<file path="src/cat_defs.svh">
/*
  register map, field positions, reset values and divider counts of the
  counter array timebase. assumes an 8-bit register port.
*/
`ifndef CAT_DEFS_SVH
`define CAT_DEFS_SVH

// ----------------------------------------------------------------------
// register offsets
// ----------------------------------------------------------------------
`define CAT_ADDR_CTRL 8'hd8
`define CAT_ADDR_MODE 8'hd9
`define CAT_ADDR_CNT_LO 8'he9
`define CAT_ADDR_CNT_HI 8'hf9

// ----------------------------------------------------------------------
// fields and reset values
// ----------------------------------------------------------------------
`define CAT_CTRL_OVF 7
`define CAT_CTRL_CR 6
`define CAT_MODE_IDLE 7
`define CAT_MODE_SEL_HI 3
`define CAT_MODE_SEL_LO 1
`define CAT_MODE_OVF_IE 0
`define CAT_MODE_MASK 8'h8f
`define CAT_REG_RESET 8'h00
`define CAT_CNT_RESET 16'h0000
`define CAT_CNT_MAX 16'hffff
`define CAT_CNT_ONE 16'h0001
`define CAT_READ_ZERO 8'h00

// ----------------------------------------------------------------------
// timebase divider counts
// ----------------------------------------------------------------------
`define CAT_DIV_SLOW 12
`define CAT_DIV_FAST 4
`define CAT_DIV_OSC 8

`endif

</file>
<file path="src/cat_pkg.sv">
/*
  types shared by the counter array timebase.
  assumes cat_defs.svh for numeric constants.
*/
`default_nettype none
package cat_pkg;

  // timebase encodings of the select field
  typedef enum logic [2:0] {
    CAT_TB_DIV12 = 3'h0,
    CAT_TB_DIV4 = 3'h1,
    CAT_TB_TMR0 = 3'h2,
    CAT_TB_EXT = 3'h3,
    CAT_TB_SYS = 3'h4,
    CAT_TB_OSC8 = 3'h5
  } cat_tb_t;

  // one register port request
  typedef struct packed {
    logic [7:0] addr;
    logic [7:0] wdata;
    logic wr;
    logic rd;
  } cat_bus_t;

endpackage
`default_nettype wire

</file>
<file path="src/cat_timebase.sv">
/*
  16-bit counter array timebase with selectable increment source, low-byte
  snapshot read, overflow flag and gated interrupt request.
  assumes a register port with single-cycle strobes and all inputs
  synchronous to sys_clk, except osc_clk which is resynchronised here.
*/
//
// Notes on behaviour
// - count is two bytes, high and low
// - low read latches high byte for next read
// - read low first; reads never disturb counting
// - select field picks one of six timebases
// - external input counts falling edges, max sys/4
// - oscillator divided by eight, synchronised first
// - wrap from all ones sets overflow flag
// - interrupt only when overflow enable set
// - flag stays set; software clears it
// - global and array enables also required
// - idle suspend clear keeps counting in idle
`timescale 1ns/10ps
`default_nettype none
`include "cat_defs.svh"

module cat_timebase #(
  parameter int DIV_SLOW = `CAT_DIV_SLOW,
  parameter int DIV_FAST = `CAT_DIV_FAST,
  parameter int DIV_OSC = `CAT_DIV_OSC
) (
  input wire logic sys_clk,
  input wire logic rst_n,
  input var cat_pkg::cat_bus_t bus,
  output logic [7:0] rd_data,
  input wire logic timer0_ovf,
  input wire logic external_count_input,
  input wire logic osc_clk,
  input wire logic cpu_idle,
  input wire logic global_irq_enable,
  input wire logic array_irq_enable,
  output logic irq
);

  // ----------------------------------------------------------------------
  // address decode
  // ----------------------------------------------------------------------
  function automatic logic hit(input logic [7:0] a, input logic [7:0] off);
    hit = (a == off);
  endfunction

  logic wr_ctrl, wr_mode, wr_lo, wr_hi, rd_lo, rd_hi;
  assign wr_ctrl = bus.wr && hit(bus.addr, `CAT_ADDR_CTRL);
  assign wr_mode = bus.wr && hit(bus.addr, `CAT_ADDR_MODE);
  assign wr_lo = bus.wr && hit(bus.addr, `CAT_ADDR_CNT_LO);
  assign wr_hi = bus.wr && hit(bus.addr, `CAT_ADDR_CNT_HI);
  assign rd_lo = bus.rd && hit(bus.addr, `CAT_ADDR_CNT_LO);
  assign rd_hi = bus.rd && hit(bus.addr, `CAT_ADDR_CNT_HI);

  // ----------------------------------------------------------------------
  // timebase sources
  // ----------------------------------------------------------------------
  logic [3:0] slow_q, slow_d;
  logic [2:0] fast_q, fast_d;
  logic [2:0] osc_cnt_q, osc_cnt_d;
  logic osc_s1_q, osc_s2_q, osc_s3_q;
  logic ext_prev_q;
  logic slow_tick, fast_tick, osc_tick, ext_tick;

  always_comb begin
    slow_tick = (slow_q == 4'(DIV_SLOW - 1));
    fast_tick = (fast_q == 3'(DIV_FAST - 1));
    slow_d = slow_tick ? 4'h0 : slow_q + 4'h1;
    fast_d = fast_tick ? 3'h0 : fast_q + 3'h1;
    // divided oscillator: count rising edges of the resynchronised clock
    osc_tick = 1'b0;
    osc_cnt_d = osc_cnt_q;
    if (osc_s2_q && !osc_s3_q) begin
      if (osc_cnt_q == 3'(DIV_OSC - 1)) begin
        osc_cnt_d = 3'h0;
        osc_tick = 1'b1;
      end else begin
        osc_cnt_d = osc_cnt_q + 3'h1;
      end
    end
    ext_tick = ext_prev_q && !external_count_input;
  end

  always_ff @(posedge sys_clk) begin
    if (!rst_n) begin
      slow_q <= 4'h0;
      fast_q <= 3'h0;
      osc_cnt_q <= 3'h0;
      osc_s1_q <= 1'b0;
      osc_s2_q <= 1'b0;
      osc_s3_q <= 1'b0;
      ext_prev_q <= 1'b1;
    end else begin
      slow_q <= slow_d;
      fast_q <= fast_d;
      osc_cnt_q <= osc_cnt_d;
      // two-flop synchroniser; only osc_s2_q onward is looked at
      osc_s1_q <= osc_clk;
      osc_s2_q <= osc_s1_q;
      osc_s3_q <= osc_s2_q;
      ext_prev_q <= external_count_input;
    end
  end

  // ----------------------------------------------------------------------
  // counter, registers and interrupt
  // ----------------------------------------------------------------------
  logic [15:0] count_q, count_d;
  logic [7:0] snap_q, snap_d;
  logic [7:0] mode_q, mode_d;
  logic ovf_flag_q, ovf_flag_d, cr_q, cr_d;
  logic irq_q, irq_d;
  logic [7:0] rd_q, rd_d;
  logic run, src_tick, tick;
  cat_pkg::cat_tb_t sel;

  assign sel = cat_pkg::cat_tb_t'(mode_q[`CAT_MODE_SEL_HI:`CAT_MODE_SEL_LO]);

  always_comb begin
    case (sel)
      cat_pkg::CAT_TB_DIV12: src_tick = slow_tick;
      cat_pkg::CAT_TB_DIV4: src_tick = fast_tick;
      cat_pkg::CAT_TB_TMR0: src_tick = timer0_ovf;
      cat_pkg::CAT_TB_EXT: src_tick = ext_tick;
      cat_pkg::CAT_TB_SYS: src_tick = 1'b1;
      cat_pkg::CAT_TB_OSC8: src_tick = osc_tick;
      default: src_tick = 1'b0;
    endcase
    // idle only stops the count when suspend is requested
    run = cr_q && !(mode_q[`CAT_MODE_IDLE] && cpu_idle);
    tick = run && src_tick;

    count_d = count_q;
    if (tick) begin
      count_d = count_q + `CAT_CNT_ONE;
    end
    // a software write wins over a same-cycle tick for the byte written only; reads never touch it
    if (wr_lo) begin
      count_d[7:0] = bus.wdata;
    end
    if (wr_hi) begin
      count_d[15:8] = bus.wdata;
    end

    snap_d = rd_lo ? count_q[15:8] : snap_q;

    // flag cleared by writing one; a same-cycle wrap still sets it
    ovf_flag_d = ovf_flag_q;
    if (wr_ctrl && bus.wdata[`CAT_CTRL_OVF]) begin
      ovf_flag_d = 1'b0;
    end
    if (tick && count_q == `CAT_CNT_MAX) begin
      ovf_flag_d = 1'b1;
    end
    cr_d = wr_ctrl ? bus.wdata[`CAT_CTRL_CR] : cr_q;
    mode_d = mode_q;
    if (wr_mode) begin
      // unused mode bits are kept at zero so they read back as zero
      mode_d = bus.wdata & `CAT_MODE_MASK;
    end

    // level request, held while the flag stays set and the overflow, global and array enables are all on
    irq_d = ovf_flag_q && mode_q[`CAT_MODE_OVF_IE]
      && global_irq_enable && array_irq_enable;

    rd_d = `CAT_READ_ZERO;
    if (bus.rd) begin
      if (hit(bus.addr, `CAT_ADDR_CTRL)) begin
        rd_d[`CAT_CTRL_OVF] = ovf_flag_q;
        rd_d[`CAT_CTRL_CR] = cr_q;
      end else if (hit(bus.addr, `CAT_ADDR_MODE)) begin
        rd_d = mode_q;
      end else if (hit(bus.addr, `CAT_ADDR_CNT_LO)) begin
        rd_d = count_q[7:0];
      end else if (hit(bus.addr, `CAT_ADDR_CNT_HI)) begin
        rd_d = snap_q;
      end
    end
  end

  always_ff @(posedge sys_clk) begin
    if (!rst_n) begin
      count_q <= `CAT_CNT_RESET;
      snap_q <= `CAT_REG_RESET;
      mode_q <= `CAT_REG_RESET;
      ovf_flag_q <= 1'b0;
      cr_q <= 1'b0;
      irq_q <= 1'b0;
      rd_q <= `CAT_READ_ZERO;
    end else begin
      count_q <= count_d;
      snap_q <= snap_d;
      mode_q <= mode_d;
      ovf_flag_q <= ovf_flag_d;
      cr_q <= cr_d;
      irq_q <= irq_d;
      rd_q <= rd_d;
    end
  end

  assign rd_data = rd_q;
  assign irq = irq_q;
endmodule
`default_nettype wire

</file>
<file path="config.mk">
export PLATFORM = sky130hd
export DESIGN_NAME = cat_timebase
export DESIGN_NICKNAME = d
export VERILOG_FILES = /design/src/cat_pkg.sv /design/src/cat_timebase.sv
export VERILOG_INCLUDE_DIRS = /design/src
export SDC_FILE = /design/constraint.sdc
export NUM_CORES = 1
export LEC_CHECK = 0
export BUFFER_PORTS_ARGS = -buffer_cell sky130_fd_sc_hd__buf_2
export CORE_MARGIN = 8
export CORE_UTILIZATION = 57
export DETAILED_ROUTE_END_ITERATION = 16
export PLACE_DENSITY = 0.79
export SLEW_MARGIN = 20
export SYNTH_ARGS = -nofsm -noshare
export SYNTH_HDL_FRONTEND = slang
export SYNTH_SLANG_ARGS = --single-unit
</file>
<file path="constraint.sdc">
create_clock -name sys_clk -period 2.1 [get_ports sys_clk]
set_input_delay 0.105 -clock sys_clk [delete_from_list [all_inputs] [get_ports sys_clk]]
set_output_delay 0.105 -clock sys_clk [all_outputs]
set_load 0.02 [all_outputs]
</file>
==> metrics.yaml <==
status: "completed"
core-area_mm2: 0.00435
avgSynthCellArea_um2: 8.96
finalMaxSlewViolations: 0
finClkSkew_ns: 0.00556
cp_max_fo: 17
grt.total_usage_pct: 17.5
p_leak_nw: 1.21
cap_violations: 0
synth_flop_cell: "dfxtp_1"
crit_buf_inv: 1
post_drt_wl_per_cell_um: 16.1
port_buffers: 34
hold_path_class: "in2reg"
yosysTopAreaCellShare_pct: 42.2
fillers: 377
cts_buffers: 5
crit_path_start_kind: "flop"
syn2layout_area_growth_pct: 15.5
die_x_um: 83.1
powerDensity_mw_per_mm2: 627
critical_path_arrival_ns: 2.19
p_sw_share_pct: 22.3
timing.slew.headroom_pct: 46.4
cpMostUsedCell: "ha_1"
setup_violations: 0
num_antenna_cells: 0
reg2reg_depth: 8
rsz0062_at_grt: "no"
p_switching_uw: 414
critPathCaptureType: "flop"
critical_path_depth: 8
cpPeakStageDelay_ns: 0.36
crit_type: "reg2reg"
holdWs_ns: 0.0360
tightest_slew_ns: 0.803
routed_wl_um: 6090
synth-simple-area-share_pct: 22.3
yosys_warnings: 0
remaining_drc_errors: 0
clk-insertion-delay-late_ns: 0.31
pwr-share-seq_pct: 56.7
viasPerCell: 5.87
drt-pass1-iter-count: 4
drive_above_1_share_pct: 19.3
cts.path.max_buffers: 2
grt_max_degree: 25
nNetsFinal: 358
core.rowCount: 24
yosys-top-cells-count: "dfxtp_1, nor2_1, a21oi_1, nand2_1, o21ai_0"
synth_top_family_by_area: "simple AND/OR/NAND/NOR gates"
cts_root_buf: "clkbuf_8"
crit_chain: "ha_1 > ha_1 > nand3b_1 > a221oi_4 > buf_12 > o21ai_2 > or3_1 > a31oi_1"
cp.required_ns: 2.34
antenna_found_initial: 0
start_util_pct: 58.9
synth_compound_area_share_pct: 19.4
min_delay_path_depth: 3
power_frac_comb_pct: 6.7
yosysMostFrequentCell: "dfxtp_1"
grt_pass1_vias: 2153
synth_fp_nets: 318
cts_tree: "built"
p_int_mw: 1.44
ant_nets: 0
finalCoreUtilization_pct: 68.0
drtIter0Drc: 153
async_reset_ff_share_pct: 0
fin_setup_tns_ns: 0
syn_inst: 286
synth.area.top_cells: "dfxtp_1, a21oi_1, xor2_1"
overflow: 0
hold_violations: 0
clock-sinks: 54
clkPwrFrac_pct: 36.6
period_needed_ns: 1.94
place_ws_ns: 0.167
fmax_mhz: 515
ir_drop_mv: 0.548
synth_xor_xnor_area_share_pct: 5.12
yosys.area.top_type: "dfxtp_1"
path_clk_slew_ns: 0.09
layout_setup_ws_ns: 0.159
synth-adder-area-share_pct: 2.93
hpwl_um: 4540
netlist_area_mm2: 0.00256
yosysSeqAreaShare_pct: 42.2
die-area_mm2: 0.00690
ys_ff_latch: 54
die_h_um: 83.1
fin_area_mm2: 0.00296
placed_cell_area_mm2: 0.00280
cpMaxStageDelayCell: "dfxtp_1"
synthMuxAreaShare_pct: 4.73
synth-edff-count: 0
grt_pass1_wl_um: 10100
gp_congestion: 0.895
cts_max_level: 2
vias: 2226
ios: 35
fin_crit_sh_pct: 92.4
ys_types: 48
cp_top_family: "compound AO/OA/AOI/OAI gates"
final timing paths:
| kind | from | to | slack, ns |
|---|---|---|---|
| setup / recovery | osc_cnt_q[0] | count_q[12] | 0.16 |
| hold / removal | array_irq_enable | irq | 0.04 |
| setup reg to reg | osc_cnt_q[0] | count_q[12] | 0.16 |
| hold reg to reg | fast_q[0] | fast_q[0] | 0.44 |
power groups by stage:
stage	Sequential [mW]	Clock, mW	Combinational [mW]
2_1_floorplan	1.07	0	0.0729
3_3_place_gp	1.08	0	0.119
3_5_place_dp	1.08	0	0.121
4_1_cts	1.05	0.700	0.124
5_1_grt	1.05	0.736	0.142
6_report	1.05	0.680	0.125
layout by cell type (no fill, tap or decap), drive strengths merged, types with 2 or more instances in the layout:
master / n
nor3b: 2
a31oi: 2
a21oi: 28
inv: 5
nand4: 6
o2111ai: 3
dfxtp: 54
nand3: 6
nand3b: 2
dlygate4sd3: 2
nor4: 5
clkinv: 2
and3: 5
and2: 5
nor3: 4
xor2: 13
ha: 6
nor2: 31
xnor2: 2
nand2b: 5
a211oi: 7
nand4b: 3
mux2i: 11
nand2: 27
o211ai: 9
buf: 44
o21ai: 19
clkbuf: 5
cell families after synthesis:
group,after synthesis
simple gates,105
compound gates,76
flops,54
buf+inv,18
xor+xnor,15
mux,12
fa+ha+maj,6
worst reg2reg max path, stage by stage, from the launching register on:
cell,delay (ns)
dfxtp_1,0.36
ha_1,0.16
ha_1,0.16
nand3b_1,0.13
a221oi_4,0.34
buf_12,0.18
o21ai_2,0.07
or3_1,0.34
a31oi_1,0.15
sequential cells by signal, indices dropped and copies added, names as in the netlist:
| register | count |
|---|---|
| osc_s3_q | 1 |
| rd_data | 8 |
| irq | 1 |
| snap_q | 8 |
| fast_q | 3 |
| cr_q | 1 |
| mode_q | 5 |
| ext_prev_q | 1 |
| osc_cnt_q | 3 |
| count_q | 16 |
| slow_q | 4 |
| osc_s2_q | 1 |
| osc_s1_q | 1 |
| ovf_flag_q | 1 |
area by class of cell:
type                    count  area (um^2)  share of cell area (%)
repair buffers             46          290                    9.81
inverters                   5         18.8                   0.634
multi-input cells         214         1400                    47.2
well taps                  52         65.1                    2.20
flip-flops and latches     54         1080                    36.5
clock buffers               5         68.8                    2.32
clock inverters             3         40.0                    1.35
what timing repair did:
| item | 4_1_cts | 5_1_grt |
|---|---|---|
| endpoints found under the setup margin | 0 | 4 |
| hold buffers | 2 | 0 |
| hold endpoints to repair | 2 | 0 |
| setup buffers | 0 | 2 |
| resized for setup | 0 | 0 |
layer usage:
| metal | wire length, um | GRT usage (%) |
|---|---|---|
| met5 | 0 | 0 |
| met4 | 116 | 5.43 |
| met3 | 588 | 5.37 |
| met2 | 2810 | 28.1 |
| met1 | 2580 | 21.7 |
metrics by stage:
stage	std cells	total power, mW
after floorplan	286	1.15
after CTS	377	1.88
after global placement	367	1.19
after global routing	379	1.93
after detailed placement	367	1.20
final	379	1.86
Note: power is estimated with default switching activity, not from simulation.
